## config.mk

```make
export PLATFORM = sky130hd
export DESIGN_NAME = msq_top
export DESIGN_NICKNAME = d
export VERILOG_FILES = /design/src/pkg/msq_pkg.sv /design/src/design/msq_top.sv /design/src/design/msq_pgood.sv /design/src/design/msq_clksel.sv
export SDC_FILE = /design/constraint.sdc
export NUM_CORES = 1
export LEC_CHECK = 0
export BUFFER_PORTS_ARGS = -buffer_cell sky130_fd_sc_hd__buf_2
export CAP_MARGIN = 5
export CORE_ASPECT_RATIO = 1.4
export CORE_UTILIZATION = 35
export CTS_CLUSTER_DIAMETER = 60
export DETAILED_ROUTE_END_ITERATION = 6
export PLACE_DENSITY = 0.64
export SETUP_SLACK_MARGIN = 0.2
export SLEW_MARGIN = 25
export SYNTH_ARGS = -nofsm -noshare
export SYNTH_HDL_FRONTEND = slang
export SYNTH_SLANG_ARGS = --single-unit
```

## constraint.sdc

```tcl
create_clock -name aclk -period 3 [get_ports aclk]
set_clock_uncertainty 0.05 [all_clocks]
set_input_delay 0 -clock aclk [delete_from_list [all_inputs] [get_ports aclk]]
set_output_delay 0 -clock aclk [all_outputs]
set_load 0.005 [all_outputs]
```

## src/pkg/msq_pkg.sv

```systemverilog
// Shared constants for the four-channel sequencer, power-good and clock select block
package msq_pkg;
  localparam int NCH = 4;
  localparam int ADDR_W = 8;
  localparam int PER_W = 8;
  // Register map, byte addresses
  localparam logic [ADDR_W-1:0] REG_PERIOD = 8'h00;
  localparam logic [ADDR_W-1:0] REG_STATUS = 8'h04;
  localparam logic [1:0] RESP_OKAY = 2'h0;
  localparam logic [1:0] RESP_SLVERR = 2'h2;
  // Status field positions
  localparam int ST_RUN_LSB = 0;
  localparam int ST_PG_LSB = 4;
  localparam int ST_EXT = 8;
  localparam int ST_STATE_LSB = 9;
  localparam int ST_RES = 13;
  // Switching rate, in cycles of the 10 MHz bus clock
  localparam int CLK_HZ = 10_000_000;
  localparam int FSW_MIN_HZ = 100_000;
  localparam int FSW_MAX_HZ = 1_000_000;
  localparam int FSW_RST_HZ = 500_000;
  localparam logic [PER_W-1:0] PER_MAX = PER_W'(CLK_HZ / FSW_MIN_HZ);
  localparam logic [PER_W-1:0] PER_MIN = PER_W'((CLK_HZ + FSW_MAX_HZ - 1) / FSW_MAX_HZ);
  localparam logic [PER_W-1:0] PER_RST = PER_W'(CLK_HZ / FSW_RST_HZ);
  // Sync clock runs at four times the switching rate
  localparam int SYNC_RATIO_LOG2 = 2;
  localparam int LOSS_PERIODS_LOG2 = 1;
  // Phase quarter of each switch channel: 0, 90, 270, 180 degrees
  localparam logic [2*NCH-1:0] PHASE_Q = {2'h2, 2'h3, 2'h1, 2'h0};
  typedef enum logic [3:0] {
    MSQ_IDLE = 4'h1,
    MSQ_UP = 4'h2,
    MSQ_DOWN = 4'h4,
    MSQ_FAULT = 4'h8
  } msq_state_e;
endpackage : msq_pkg

```

## src/design/msq_top.sv

```systemverilog
// Four-channel sequencer, power-good flags, clock select and phase drive with AXI4-Lite registers
`timescale 1ns/1ps
module msq_top (
  // Clock and reset
  input wire logic aclk,
  input wire logic aresetn,
  // AXI4-Lite write address and data
  input wire logic [msq_pkg::ADDR_W-1:0] s_axi_awaddr,
  input wire logic s_axi_awvalid,
  output logic s_axi_awready,
  input wire logic [31:0] s_axi_wdata,
  input wire logic [3:0] s_axi_wstrb,
  input wire logic s_axi_wvalid,
  output logic s_axi_wready,
  // AXI4-Lite write response
  output logic [1:0] s_axi_bresp,
  output logic s_axi_bvalid,
  input wire logic s_axi_bready,
  // AXI4-Lite read
  input wire logic [msq_pkg::ADDR_W-1:0] s_axi_araddr,
  input wire logic s_axi_arvalid,
  output logic s_axi_arready,
  output logic [31:0] s_axi_rdata,
  output logic [1:0] s_axi_rresp,
  output logic s_axi_rvalid,
  input wire logic s_axi_rready,
  // Sequence command and channel enables
  input wire logic sequence_command,
  input wire logic sequence_command_open,
  input wire logic [3:0] channel_enable,
  // Per-channel comparators on the output sense
  input wire logic [3:0] sense_above_turn_on,
  input wire logic [3:0] sense_below_turn_off,
  input wire logic [3:0] sense_above_undervoltage_good,
  input wire logic [3:0] sense_above_undervoltage_fault,
  input wire logic [3:0] sense_above_overvoltage_fault,
  input wire logic [3:0] sense_above_overvoltage_good,
  input wire logic [3:0] loop_compensation_node_clamped,
  // Global faults
  input wire logic supply_uvlo,
  input wire logic power_stage_supply_uvlo,
  input wire logic thermal_shutdown,
  // Clocking
  input wire logic frequency_set_resistor_present,
  input wire logic sync_clock,
  // Channel control
  output logic [3:0] channel_run,
  output logic [3:0] soft_start_discharge,
  output logic [3:0] switch_node_idle,
  output logic [3:0] switch_node_pulse,
  output logic clock_external,
  // Power-good flags, open drain
  output logic [3:0] power_good_flag_o,
  output logic [3:0] power_good_flag_oe
);
  msq_pkg::msq_state_e state_q;
  logic [3:0] set_q;
  logic [3:0] seq_on_q;
  logic [1:0] ptr_q;
  logic cmd_q;
  logic global_fault;
  logic seq_rise;
  logic seq_fall;
  logic [2:0] first_up;
  logic [2:0] first_dn;
  logic [2:0] next_up;
  logic [2:0] next_dn;
  logic [3:0] run_d;
  logic [msq_pkg::PER_W-1:0] period_q;
  logic tick;
  logic [1:0] idx;
  logic ext_mode;
  logic [3:0] pull_low;

  // Pick the first set bit at or above from, or at or below from
  function automatic logic [2:0] pick(input logic [3:0] m, input int from, input logic up);
    logic [2:0] r;
    r = '0;
    for (int i = 0; i < 4; i++) begin
      if (up) begin
        if (!r[2] && m[i] && (i >= from)) begin
          r = {1'b1, 2'(i)};
        end
      end else if (!r[2] && m[3-i] && ((3 - i) <= from)) begin
        r = {1'b1, 2'(3 - i)};
      end
    end
    return r;
  endfunction : pick

  assign global_fault = supply_uvlo | power_stage_supply_uvlo | thermal_shutdown;
  // Edges only count while the command pin is driven
  assign seq_rise = sequence_command & ~cmd_q & ~sequence_command_open;
  assign seq_fall = ~sequence_command & cmd_q & ~sequence_command_open;
  // Enables are sampled at the command edge for the sequence order; channel run still drops on a late clear
  assign first_up = pick(channel_enable, 0, 1'b1);
  assign first_dn = pick(channel_enable, 3, 1'b0);
  assign next_up = pick(set_q, int'(ptr_q) + 1, 1'b1);
  assign next_dn = pick(set_q, int'(ptr_q) - 1, 1'b0);

  always_ff @(posedge aclk) begin
    if (!aresetn) begin
      cmd_q <= 1'b0;
    end else begin
      cmd_q <= sequence_command & ~sequence_command_open;
    end
  end

  // Sequencer
  always_ff @(posedge aclk) begin
    if (!aresetn) begin
      state_q <= msq_pkg::MSQ_IDLE;
      set_q <= '0;
      seq_on_q <= '0;
      ptr_q <= '0;
    end else if (global_fault) begin
      state_q <= msq_pkg::MSQ_FAULT;
      seq_on_q <= '0;
    end else if (seq_rise || (state_q == msq_pkg::MSQ_FAULT && cmd_q)) begin
      set_q <= channel_enable;
      seq_on_q <= '0;
      ptr_q <= first_up[1:0];
      if (first_up[2]) begin
        seq_on_q[first_up[1:0]] <= 1'b1;
        state_q <= msq_pkg::MSQ_UP;
      end else begin
        state_q <= msq_pkg::MSQ_IDLE;
      end
    end else if (seq_fall) begin
      set_q <= channel_enable;
      ptr_q <= first_dn[1:0];
      if (first_dn[2]) begin
        seq_on_q[first_dn[1:0]] <= 1'b0;
        state_q <= msq_pkg::MSQ_DOWN;
      end else begin
        seq_on_q <= '0;
        state_q <= msq_pkg::MSQ_IDLE;
      end
    end else begin
      unique case (state_q)
        msq_pkg::MSQ_IDLE: begin
          state_q <= msq_pkg::MSQ_IDLE;
        end
        msq_pkg::MSQ_UP: begin
          if (sense_above_turn_on[ptr_q]) begin
            if (next_up[2]) begin
              ptr_q <= next_up[1:0];
              seq_on_q[next_up[1:0]] <= 1'b1;
            end else begin
              state_q <= msq_pkg::MSQ_IDLE;
            end
          end
        end
        msq_pkg::MSQ_DOWN: begin
          if (sense_below_turn_off[ptr_q]) begin
            if (next_dn[2]) begin
              ptr_q <= next_dn[1:0];
              seq_on_q[next_dn[1:0]] <= 1'b0;
            end else begin
              seq_on_q <= '0;
              state_q <= msq_pkg::MSQ_IDLE;
            end
          end
        end
        msq_pkg::MSQ_FAULT: begin
          state_q <= msq_pkg::MSQ_IDLE;
        end
        default: begin
          state_q <= msq_pkg::MSQ_IDLE;
        end
      endcase
    end
  end

  // Channel run: the clamp drops run so soft start begins again on release
  always_comb begin
    for (int i = 0; i < msq_pkg::NCH; i++) begin
      run_d[i] = ~global_fault & channel_enable[i] & ~loop_compensation_node_clamped[i]
        & (sequence_command_open | seq_on_q[i]);
    end
  end

  always_ff @(posedge aclk) begin
    if (!aresetn) begin
      channel_run <= '0;
      soft_start_discharge <= '1;
      switch_node_idle <= '1;
    end else begin
      channel_run <= run_d;
      soft_start_discharge <= ~run_d;
      switch_node_idle <= ~run_d;
    end
  end

  // Clock source and quarter ticks
  msq_clksel #(
    .QW(msq_pkg::PER_W)
  ) u_clksel (
    .aclk(aclk),
    .aresetn(aresetn),
    .sync_in(sync_clock),
    .qlen(period_q >> msq_pkg::SYNC_RATIO_LOG2),
    .tick_q(tick),
    .idx_q(idx),
    .ext_q(ext_mode)
  );

  always_ff @(posedge aclk) begin
    if (!aresetn) begin
      clock_external <= 1'b0;
    end else begin
      clock_external <= ext_mode;
    end
  end

  // Per-channel phase drive and power-good flag
  genvar g;
  generate
    for (g = 0; g < msq_pkg::NCH; g++) begin : g_ch
      always_ff @(posedge aclk) begin
        if (!aresetn) begin
          switch_node_pulse[g] <= 1'b0;
        end else begin
          // No resistor, no switching in either clock mode
          switch_node_pulse[g] <= run_d[g] & frequency_set_resistor_present & tick
            & (idx == msq_pkg::PHASE_Q[2*g +: 2]);
        end
      end

      msq_pgood u_pgood (
        .aclk(aclk),
        .aresetn(aresetn),
        .above_undervoltage_good(sense_above_undervoltage_good[g]),
        .above_undervoltage_fault(sense_above_undervoltage_fault[g]),
        .above_overvoltage_fault(sense_above_overvoltage_fault[g]),
        .above_overvoltage_good(sense_above_overvoltage_good[g]),
        .halt(~run_d[g]),
        .pull_low_q(pull_low[g])
      );

      always_ff @(posedge aclk) begin
        if (!aresetn) begin
          power_good_flag_o[g] <= 1'b0;
        end else begin
          power_good_flag_o[g] <= 1'b0;
        end
      end
    end
  endgenerate

  assign power_good_flag_oe = pull_low;

  // AXI4-Lite write side: address and data taken in either order
  logic aw_held_q;
  logic w_held_q;
  logic [msq_pkg::ADDR_W-1:0] aw_addr_q;
  logic [31:0] w_data_q;
  logic [3:0] w_strb_q;

  always_ff @(posedge aclk) begin
    if (!aresetn) begin
      aw_held_q <= 1'b0;
      w_held_q <= 1'b0;
      aw_addr_q <= '0;
      w_data_q <= '0;
      w_strb_q <= '0;
      s_axi_awready <= 1'b1;
      s_axi_wready <= 1'b1;
      s_axi_bvalid <= 1'b0;
      s_axi_bresp <= msq_pkg::RESP_OKAY;
    end else begin
      if (s_axi_awvalid && s_axi_awready) begin
        aw_held_q <= 1'b1;
        aw_addr_q <= s_axi_awaddr;
        s_axi_awready <= 1'b0;
      end
      if (s_axi_wvalid && s_axi_wready) begin
        w_held_q <= 1'b1;
        w_data_q <= s_axi_wdata;
        w_strb_q <= s_axi_wstrb;
        s_axi_wready <= 1'b0;
      end
      if (aw_held_q && w_held_q && !s_axi_bvalid) begin
        aw_held_q <= 1'b0;
        w_held_q <= 1'b0;
        s_axi_bvalid <= 1'b1;
        s_axi_bresp <= (aw_addr_q == msq_pkg::REG_PERIOD || aw_addr_q == msq_pkg::REG_STATUS)
          ? msq_pkg::RESP_OKAY : msq_pkg::RESP_SLVERR;
      end
      if (s_axi_bvalid && s_axi_bready) begin
        s_axi_bvalid <= 1'b0;
        s_axi_awready <= 1'b1;
        s_axi_wready <= 1'b1;
      end
    end
  end

  // Period register, clamped so the rate stays inside its legal range
  always_ff @(posedge aclk) begin
    if (!aresetn) begin
      period_q <= msq_pkg::PER_RST;
    end else if (aw_held_q && w_held_q && !s_axi_bvalid && aw_addr_q == msq_pkg::REG_PERIOD
                 && w_strb_q[0]) begin
      if (w_data_q[msq_pkg::PER_W-1:0] < msq_pkg::PER_MIN) begin
        period_q <= msq_pkg::PER_MIN;
      end else if (w_data_q[msq_pkg::PER_W-1:0] > msq_pkg::PER_MAX) begin
        period_q <= msq_pkg::PER_MAX;
      end else begin
        period_q <= w_data_q[msq_pkg::PER_W-1:0];
      end
    end
  end

  // AXI4-Lite read side
  logic [31:0] status_word;

  always_comb begin
    status_word = '0;
    status_word[msq_pkg::ST_RUN_LSB +: 4] = channel_run;
    status_word[msq_pkg::ST_PG_LSB +: 4] = ~pull_low;
    status_word[msq_pkg::ST_EXT] = clock_external;
    status_word[msq_pkg::ST_STATE_LSB +: 4] = state_q;
    status_word[msq_pkg::ST_RES] = frequency_set_resistor_present;
  end

  always_ff @(posedge aclk) begin
    if (!aresetn) begin
      s_axi_arready <= 1'b1;
      s_axi_rvalid <= 1'b0;
      s_axi_rdata <= '0;
      s_axi_rresp <= msq_pkg::RESP_OKAY;
    end else if (s_axi_arvalid && s_axi_arready) begin
      s_axi_arready <= 1'b0;
      s_axi_rvalid <= 1'b1;
      s_axi_rresp <= msq_pkg::RESP_OKAY;
      if (s_axi_araddr == msq_pkg::REG_PERIOD) begin
        s_axi_rdata <= {{(32 - msq_pkg::PER_W){1'b0}}, period_q};
      end else if (s_axi_araddr == msq_pkg::REG_STATUS) begin
        s_axi_rdata <= status_word;
      end else begin
        s_axi_rdata <= '0;
        s_axi_rresp <= msq_pkg::RESP_SLVERR;
      end
    end else if (s_axi_rvalid && s_axi_rready) begin
      s_axi_rvalid <= 1'b0;
      s_axi_arready <= 1'b1;
    end
  end
endmodule : msq_top

```

## src/design/msq_pgood.sv

```systemverilog
// Power-good flag of one channel with undervoltage and overvoltage hysteresis
`timescale 1ns/1ps
module msq_pgood (
  // Clock and reset
  input wire logic aclk,
  input wire logic aresetn,
  // Comparator results of the sensed output
  input wire logic above_undervoltage_good,
  input wire logic above_undervoltage_fault,
  input wire logic above_overvoltage_fault,
  input wire logic above_overvoltage_good,
  input wire logic halt,
  // Open-drain pull, high while the flag is low
  output logic pull_low_q
);
  logic uv_ok_q;
  logic ov_ok_q;
  logic uv_ok_d;
  logic ov_ok_d;

  always_comb begin
    uv_ok_d = uv_ok_q;
    if (halt) begin
      uv_ok_d = 1'b0;
    end else if (above_undervoltage_good) begin
      uv_ok_d = 1'b1;
    end else if (!above_undervoltage_fault) begin
      uv_ok_d = 1'b0;
    end
    ov_ok_d = ov_ok_q;
    if (above_overvoltage_fault) begin
      ov_ok_d = 1'b0;
    end else if (!above_overvoltage_good) begin
      ov_ok_d = 1'b1;
    end
  end

  always_ff @(posedge aclk) begin
    if (!aresetn) begin
      uv_ok_q <= 1'b0;
      ov_ok_q <= 1'b1;
      pull_low_q <= 1'b1;
    end else begin
      uv_ok_q <= uv_ok_d;
      ov_ok_q <= ov_ok_d;
      pull_low_q <= halt | ~(uv_ok_d & ov_ok_d);
    end
  end
endmodule : msq_pgood

```

## src/design/msq_clksel.sv

```systemverilog
// Internal oscillator, sync clock detector and quarter-period phase ticks
`timescale 1ns/1ps
module msq_clksel #(
  parameter int QW = 8
) (
  // Clock and reset
  input wire logic aclk,
  input wire logic aresetn,
  // Sync input and internal quarter length in cycles
  input wire logic sync_in,
  input wire logic [QW-1:0] qlen,
  // Quarter ticks and mode
  output logic tick_q,
  output logic [1:0] idx_q,
  output logic ext_q
);
  logic [QW-1:0] icnt_q;
  logic sync_d_q;
  logic seen_q;
  logic [QW+1:0] gap_q;
  logic [QW+1:0] per_q;
  logic srise;
  logic itick;
  logic lost;

  assign srise = sync_in & ~sync_d_q;
  assign itick = icnt_q >= (qlen - QW'(1));
  // Loss after two sync periods without an edge
  assign lost = {1'b0, gap_q} >= {per_q, 1'b0};

  always_ff @(posedge aclk) begin
    if (!aresetn) begin
      icnt_q <= '0;
      sync_d_q <= 1'b0;
    end else begin
      icnt_q <= itick ? '0 : icnt_q + QW'(1);
      sync_d_q <= sync_in;
    end
  end

  // Sync period measured on every edge so it is valid at switchover
  always_ff @(posedge aclk) begin
    if (!aresetn) begin
      gap_q <= '0;
      per_q <= '0;
      seen_q <= 1'b0;
    end else begin
      if (srise) begin
        gap_q <= '0;
        per_q <= gap_q + (QW+2)'(1);
      end else if (~&gap_q) begin
        gap_q <= gap_q + (QW+2)'(1);
      end
      if (itick) begin
        seen_q <= srise;
      end else if (srise) begin
        seen_q <= 1'b1;
      end
    end
  end

  always_ff @(posedge aclk) begin
    if (!aresetn) begin
      ext_q <= 1'b0;
    end else if (!ext_q && itick && seen_q) begin
      ext_q <= 1'b1;
    end else if (ext_q && lost) begin
      ext_q <= 1'b0;
    end
  end

  always_ff @(posedge aclk) begin
    if (!aresetn) begin
      tick_q <= 1'b0;
      idx_q <= '0;
    end else begin
      tick_q <= ext_q ? srise : itick;
      if (ext_q ? srise : itick) begin
        idx_q <= idx_q + 2'h1;
      end
    end
  end
endmodule : msq_clksel

```

==> results.cfg, run 1 <==
[clock_tree]
clockBufferDepth = 2
cts.repair.resized = 0
clockRootBuffer = clkbuf_16
cts_htree_levels = 4
post_cts_buffers = 0
cts.sinks = 122
ctsHoldBuffers = 73
cts_tree = yes
cts_buffers = 17
clk_pin_slew_worst_paths_ns = 0.06
clk_latency_ns = 0.41

[layout]
layout.area.seq_mm2 = 0.00244
areaGrowthSynthToFinish_pct = 33.1
filler_cell_count = 1564
multi_input_area_mm2 = 0.00299
design_area_mm2 = 0.00771
final_net_count = 990
final_layout_size_suffix_gt1_share_pct = 19.0
fin_util_pct = 47.7

[timing]
fin_crit_sh_pct = 83.7
hold_viol = 0
drv_slew = 0
worstMarginPinSlew_ns = 0.606
period_needed_ns = 2.51
max_freq_ghz = 0.398
slew_headroom_pct = 59.5
setup_viol = 0
rsz0062_at_grt = false
fin_tns_setup_ns = 0
hold-worst-slack_ns = 0.0300

[pwr]
leakage_nw = 3.29
sequentialPowerShare_pct = 42.9
power.density_mw_per_mm2 = 522
comb_power_share_pct = 10.1
p_clk_share_pct = 47.0
switching_share_pct = 25.2
vdd_drop_max_uv = 360
p_sw_mw = 1.01
internal-power_mw = 3.01
report.power.total_mw = 4.02

[routing]
wl_met2_um = 8070
top_layer = met4
vias = 5426
drc = 0
first_pass_iters = 5
drtAntennaViolNets = 0
wl_met3_um = 657
vias_per_cell = 5.05
wl_met1_um = 6090
wl_um = 15400
wl_per_cell_um = 14.4
drtIter0Drc = 269

[grt]
grt_max_degree = 35
grt_pass1_wl_um = 25600
antenna_found_initial = 1
overflow = 0
grt_pass1_vias = 5466
grt_use_total_pct = 18.6

[setup_path]
cp_top_family = simple AND/OR/NAND/NOR gates
max_stage_delay_ns = 0.56
crit_start = power_stage_supply_uvlo
cp_cell_sequence = dlygate4sd3_1, buf_2, nor3_4, nand2_4, or4_4, or4_4, dlygate4sd3_1
cp_max_fo = 7
reg2reg_from = period_q[2]
path_buf_inv = 3
critPathRequiredTime_ns = 3.25
cp.arrival_ns = 2.76
endpoint_kind = register
crit_type = input port to register
crit_slowest_cell = dlygate4sd3_1
start_kind = input port

[synthesis]
syn_area_per_cell_um2 = 8.49
synth_top_flop_cell = dfxtp_1
syn_inst = 682
ys_async_sr_fraction_pct = 0
synth_top_area_share_pct = 42.2
synth.cells.most_frequent = dfxtp_1, nor2_1, a21oi_1, nand2_1
synth.cell_area_mm2 = 0.00579
yosysTopAreaCell = dfxtp_1
yosysWarnings = 0
synth_edf_count = 0
yosysUniqueCellTypes = 65
synth_most_common_cell = dfxtp_1
yosysSeqAreaShare_pct = 42.2
synthTopCellsByArea = dfxtp_1, ha_1, a21oi_1
synth_seq_cells = 122

[floorplanning]
fp.dieW_um = 111
die_height_um = 154
core_mm2 = 0.0162
die-area_mm2 = 0.0171
row_count = 55
pin_count = 164
start_util_pct = 35.8

[hold_path]
min_from = channel_enable[0]
min_path_type = input port to register

[run_status]
status = finished clean

[place]
dp_hpwl_um = 11000
dpl-instance-area_mm2 = 0.00643
routabilityCongestion = 0.883
portBuffers = 112

[flow_run]
drv_cap = 0
## cells in the final DEF (no fill, tap or decap), types with 4 or more instances in the layout
cell	instances
a21oi_1	64
nand2b_1	8
dlygate4sd3_1	73
nand3_1	31
buf_4	6
inv_1	32
xnor2_1	9
dfxtp_1	122
clkbuf_16	17
and2_1	6
nand2_1	62
buf_2	112
nor2_1	76
a22oi_1	7
a31oi_1	8
a211oi_1	18
o211ai_1	6
or4_1	4
xor2_1	12
mux2i_1	4
nor2b_1	12
nor4b_1	4
clkinv_4	4
and3_1	12
nor3_1	15
conb_1	24
o21ai_0	32
ha_1	30
## layout make-up
class | count | share of cell area (%)
Timing Repair Buffer | 192 | 17.6
Sequential cell | 122 | 31.7
Clock buffer | 18 | 5.57
Multi-Input combinational cell | 496 | 38.7
Clock inverter | 13 | 1.57
Inverter | 33 | 1.61
Tap cell | 199 | 3.23
Antenna cell | 1 | 0.0325
## power groups by stage
stage	clock [mW]	combinational [mW]	sequential [mW]
floorplan	0	0.234	1.75
global placement	0	0.326	1.76
detailed placement	0	0.331	1.76
CTS	1.93	0.404	1.73
global route	2.01	0.455	1.73
finish	1.89	0.405	1.73
## per-stage QoR
| stage | setup WS [ns] | instances |
|---|---|---|
| global placement | 0.560 | 969 |
| floorplan | 0.778 | 705 |
| global route | 0.279 | 1073 |
| CTS | 0.503 | 1073 |
| detailed placement | 0.541 | 969 |
| finish | 0.489 | 1074 |
## per-layer routing
layer / vias up / track usage (%)
li1: 2698 / -
met1: 2519 / 19.4
met2: 163 / 34.0
met3: 46 / 4.43
met4: 0 / 10.4
met5: - / 0
## registers in the layout, indices dropped and copies added, names as in the netlist, 2 cells and up
signal / cells
state_q: 4
u_clksel.per_q: 10
s_axi_rdata: 14
period_q: 8
switch_node_idle: 4
u_clksel.gap_q: 10
set_q: 4
g_ch.u_pgood.ov_ok_q: 4
u_clksel.idx_q: 2
aw_addr_q: 8
g_ch.u_pgood.pull_low_q: 4
ptr_q: 2
switch_node_pulse: 4
w_data_q: 8
seq_on_q: 4
u_clksel.icnt_q: 8
g_ch.u_pgood.uv_ok_q: 4
channel_run: 4
## logic make-up (layout without fill, tap and decap cells)
kind of cell,count (synthesis),count (layout),share of synthesized area (%)
buf+inv,87,256,7.78
simple gates,255,255,21.9
other cells,1,25,0.0647
xor+xnor,21,21,3.18
mux,6,6,1.47
compound gates,160,160,16.9
flops,122,122,42.2
fa+ha+maj,30,30,6.48
## worst register-to-register path: stages, from the launching register on
cell and delay (ns):
dfxtp_1 0.37, inv_1 0.11, ha_1 0.25, xnor2_1 0.15, ha_1 0.32, a21oi_1 0.14
o21ai_0 0.10, a41o_1 0.28, a22oi_1 0.37, xnor2_1 0.17, nor2_1 0.05
## final timing paths
kind,slack (ns),cells after the start,to
worst min register to register,0.41,2,aw_addr_q[1]
worst min-delay path,0.03,4,ptr_q[0]
worst max register to register,0.54,10,u_clksel.idx_q[0]
worst max-delay path,0.49,7,g_ch[2].u_pgood.pull_low_q
No activity file was read; power rests on OpenSTA's default activity.
==> run 2, diff against run 1 <==
Settings changed: PLACE_DENSITY 0.64 to 0.67.
Clock period 3 ns to 2.18 ns, I/O delays scaled along.
==> run 2 against run 1 <==
Net effect: non-clock buffer count increased by 15; total power increased by 48%; worst hold slack got worse by 0.012 ns; critical endpoint is now u_clksel.idx_q[0].
==> results.cfg, run 2 (synthesis results as in run 1) <==
[layout]
antenna_cells = 0
fin_util_pct = 50.7
final_net_count = 1005
areaGrowthSynthToFinish_pct = 41.4
largest_register = s_axi_rdata
top_regs = s_axi_rdata x14, u_clksel.gap_q x10, u_clksel.per_q x10
final_layout_size_suffix_gt1_share_pct = 27.8
layout_common_cells = dfxtp_1, buf_2, nor2_1
filler_cell_count = 1468
layout.area.seq_mm2 = 0.00246
largest_register_ffs = 14
finalNonFillerCells = 1087
final_common_cell = dfxtp_1
multi_input_area_mm2 = 0.00329
design_area_mm2 = 0.00819

[setup_path]
crit_slowest_cell = dfxtp_2
start_kind = register
cp_max_fo = 4
max_stage_delay_ns = 0.33
endpoint_kind = register
critPathRequiredTime_ns = 2.41
cp_cell_sequence = inv_2, ha_4, nand2_4, xor2_2, ha_1, a21oi_2, o21ai_1, a41o_1, a22oi_2, xnor2_1, nor2_1
cp.arrival_ns = 2.38
regToRegSetupSlack_ns = 0.02
crit_type = register to register

[routing]
drtAntennaViolNets = 0
wl_per_cell_um = 14.7
drc = 0
vias_per_cell = 5.05
wl_um = 16000
first_pass_iters = 4
drtIter0Drc = 221
vias = 5494

[pwr]
sequentialPowerShare_pct = 40.1
internal-power_mw = 4.60
power.density_mw_per_mm2 = 725
comb_power_share_pct = 10.4
switching_share_pct = 22.6
vdd_drop_max_uv = 430
leakage_nw = 3.48
p_clk_share_pct = 49.5
p_sw_mw = 1.34
report.power.total_mw = 5.94

[grt]
antenna_found_initial = 0
grt_pass1_vias = 5429
grt_max_degree = 36
overflow = 0
grt_use_total_pct = 18.7
grt_pass1_wl_um = 25600

[run_status]
status = finished clean

[place]
pre_cts_slack_ns = -0.00966
portBuffers = 112
dpl-instance-area_mm2 = 0.00655
dp_hpwl_um = 10800
routabilityCongestion = 0.865
place_inst = 982

[floorplanning]
fp.dieW_um = 111
die-area_mm2 = 0.0171
die_height_um = 154
pin_count = 164
row_count = 55
start_util_pct = 35.8
core_mm2 = 0.0162

[timing]
setup_viol = 0
fin_tns_setup_ns = 0
period_needed_ns = 2.16
rsz0062_at_grt = true
slew_headroom_pct = 60.3
worst_slack_ns = 0.0248
worstMarginPinSlew_ns = 0.594
fin_crit_sh_pct = 98.9
hold_viol = 0
drv_slew = 0
hold-worst-slack_ns = 0.0178
max_freq_ghz = 0.464

[clock_tree]
clk_pin_slew_worst_paths_ns = 0.06
clockRootBuffer = clkbuf_16
clockBufferDepth = 2
cts.sinks = 122
clk_latency_ns = 0.41
cts_htree_levels = 4
cts_tree = yes
cts_buffers = 17

[flow_run]
drv_cap = 0

[hold_path]
min_path_type = input port to register
run 2: changes by cell type in the layout (fill, tap and decap cells not counted), sizes merged:
cell	previous run	this run
buf	119	143
bufinv	1	4
clkbuf	18	22
clkinv	7	3
clkinvlp	2	1
diode	1	0
dlygate4sd3	73	64
inv	36	33
run 2: critical path, delay by kind of cell, from the launching register on:
family / cells / cell delay, ns
AOI/OAI and AO/OA: 4 / 0.71
adders and majority gates: 2 / 0.47
DFF: 1 / 0.33
xor gates and xnor gates: 2 / 0.30
and+or+nand+nor: 2 / 0.10
buffers and inverters: 1 / 0.07
run 2: per-layer routing:
| layer | track usage (%) | part of all wire (%) | vias to the layer above |
|---|---|---|---|
| met4 | 9.40 | 3.1 | 0 |
| met2 | 33.6 | 51 | 176 |
| met5 | 0 | 0 | - |
| met3 | 3.96 | 4.8 | 29 |
| li1 | - | - | 2724 |
| met1 | 20.8 | 41 | 2565 |
run 2: layout make-up:
class | count | share of cell area (%)
Multi-Input combinational cell | 496 | 40.1
Sequential cell | 122 | 30.0
Timing Repair Buffer | 207 | 17.7
Clock buffer | 22 | 5.79
Tap cell | 199 | 3.04
Clock inverter | 8 | 1.74
Inverter | 33 | 1.57
run 2: what timing repair did:
action / CTS / global route
endpoints found under the hold margin: 51 / 0
gates resized for setup: 12 / 62
setup endpoints to repair: 20 / 30
gates cloned: 0 / 0
hold buffers: 64 / 0
buffers inserted: 5 / 6
pin swaps: 10 / 29
run 2: final timing paths:
| kind | start | end | cells after the start |
|---|---|---|---|
| worst max-delay path | period_q[3] | u_clksel.idx_q[0] | 11 |
| worst min-delay path | supply_uvlo | state_q[2] | 5 |
| worst max register to register | period_q[3] | u_clksel.idx_q[0] | 11 |
| worst min register to register | aw_addr_q[1] | aw_addr_q[1] | 2 |
run 2: power groups by stage:
| stage | clock [mW] | combinational, mW | sequential (mW) |
|---|---|---|---|
| after global routing | 3.10 | 0.682 | 2.39 |
| after global placement | 0 | 0.446 | 2.42 |
| final | 2.94 | 0.618 | 2.38 |
| after detailed placement | 0 | 0.454 | 2.42 |
| after CTS | 3.00 | 0.555 | 2.37 |
| after floorplan | 0 | 0.325 | 2.40 |
==> run 3, diff against run 2 <==
Settings changed: MAX_ROUTING_LAYER set to met4.
==> run 3 against run 2 <==
Net effect: total power is 1.7% higher; setup slack gained 0.023 ns; worst hold slack better by 0.013 ns; design area decreased by 0.40%; combinational power shrank 2%; critical endpoint unchanged; critical path type unchanged; highest routed layer unchanged.
==> results.cfg, run 3 (synthesis results as in run 1) <==
[run_status]
status = finished clean

[timing]
hold_viol = 0
setup_viol = 0
worstMarginPinSlew_ns = 0.656
period_needed_ns = 2.13
rsz0062_at_grt = true
fin_crit_sh_pct = 97.8
drv_slew = 0
slew_headroom_pct = 56.1
worst_slack_ns = 0.0480
hold-worst-slack_ns = 0.0312
max_freq_ghz = 0.469
fin_tns_setup_ns = 0

[setup_path]
cp.arrival_ns = 2.36
reg2reg_from = period_q[4]
rr_endpoint = u_clksel.idx_q[0]
cp_cell_sequence = nor3_4, nand3b_1, ha_2, a211oi_2, o21ai_1, a41o_1, a22oi_2, xnor2_1, nor2_1
cp_top_family = compound AO/OA/AOI/OAI gates
regToRegSetupSlack_ns = 0.05
cp_max_fo = 6
critPathRequiredTime_ns = 2.41
max_stage_delay_ns = 0.37
start_kind = register
crit_slowest_cell = dfxtp_4
crit_type = register to register
path_buf_inv = 0
endpoint_kind = register
rr_worst_depth = 9

[routing]
drc = 0
vias_per_cell = 5.04
drtIter0Drc = 253
wl_per_cell_um = 14.7
drtAntennaViolNets = 0
vias = 5473
wl_um = 15900
first_pass_iters = 5

[layout]
top_regs = s_axi_rdata x14, u_clksel.gap_q x10, u_clksel.per_q x10
areaGrowthSynthToFinish_pct = 40.9
largest_register_ffs = 14
design_area_mm2 = 0.00816
layout_common_cells = dfxtp_1, buf_2, nor2_1
final_net_count = 1001
largest_register = s_axi_rdata
finalNonFillerCells = 1085
fin_util_pct = 50.5
final_common_cell = dfxtp_1
antenna_cells = 0
final_layout_size_suffix_gt1_share_pct = 26.5

[hold_path]
min_path_type = input port to register
whs_path_depth = 5
min_from = power_stage_supply_uvlo
min_to = state_q[0]

[clock_tree]
clockBufferDepth = 2
cts.sinks = 122
clk_pin_slew_worst_paths_ns = 0.06
clk_latency_ns = 0.42
cts_tree = yes
cts_buffers = 17
cts_htree_levels = 4
clockRootBuffer = clkbuf_16

[grt]
grt_pass1_vias = 5377
grt_max_degree = 29
grt_use_total_pct = 19.5
grt_pass1_wl_um = 25700
overflow = 0
antenna_found_initial = 0

[pwr]
report.power.total_mw = 6.04
leakage_nw = 3.42
vdd_drop_max_uv = 499
power.density_mw_per_mm2 = 740

[floorplanning]
core_mm2 = 0.0162
row_count = 55
die-area_mm2 = 0.0171
start_util_pct = 35.8
fp.dieW_um = 111
pin_count = 164
die_height_um = 154

[place]
dpl-instance-area_mm2 = 0.00655
place_inst = 982
pre_cts_slack_ns = 0.00963
portBuffers = 112
routabilityCongestion = 0.902
dp_hpwl_um = 11000

[flow_run]
drv_cap = 0
## run 3: how the worst max path moves through the flow
stage	start	to	slack, ns	cells past startpoint
after global routing	period_q[4]	u_clksel.idx_q[0]	-0.08	9
after detailed placement	ptr_q[1]	seq_on_q[0]	0.01	8
after floorplan	ptr_q[0]	seq_on_q[0]	0.19	8
final	period_q[4]	u_clksel.idx_q[0]	0.05	9
after CTS	period_q[5]	u_clksel.idx_q[0]	0.09	9
after global placement	period_q[5]	u_clksel.idx_q[0]	0.03	10
## run 3: metal layers
layer	track usage (%)	vias up	part of all wire, %
met5	-	-	0
met4	11.1	0	3.8
met3	3.96	44	4.4
met2	33.5	174	52
met1	20.8	2532	40
li1	-	2723	-
## run 3: timing repair
action | 4_1_cts | 5_1_grt
setup buffers | 2 | 3
pin swaps | 7 | 22
gates resized for setup | 16 | 50
endpoints found under the hold margin | 53 | 0
hold buffers | 66 | 0
endpoints found under the setup margin | 22 | 25
## run 3: power by group
part	leakage (nW)	total, mW	internal, mW	switching (mW)
clock	0.304	3.06	1.99	1.07
combinational	2.12	0.605	0.295	0.310
sequential	0.996	2.37	2.30	0.0693
total	3.42	6.04	4.59	1.45
## run 3: tightest hold or removal path, cell delays in order
cell and delay, ns:
buf_2 0.10, nor3_4 0.05, buf_4 0.15, o21ai_0 0.07
o21ai_1 0.07
## run 3: cell type report
| class | instances | area, µm² |
|---|---|---|
| fill | 1457 | 8010 |
| multi-input combinational | 496 | 3260 |
| sequential | 122 | 2460 |
| timing repair buffer | 203 | 1430 |
| clock buffer | 20 | 457 |
| tap | 199 | 249 |
| clock inverter | 12 | 186 |
| inverter | 33 | 126 |
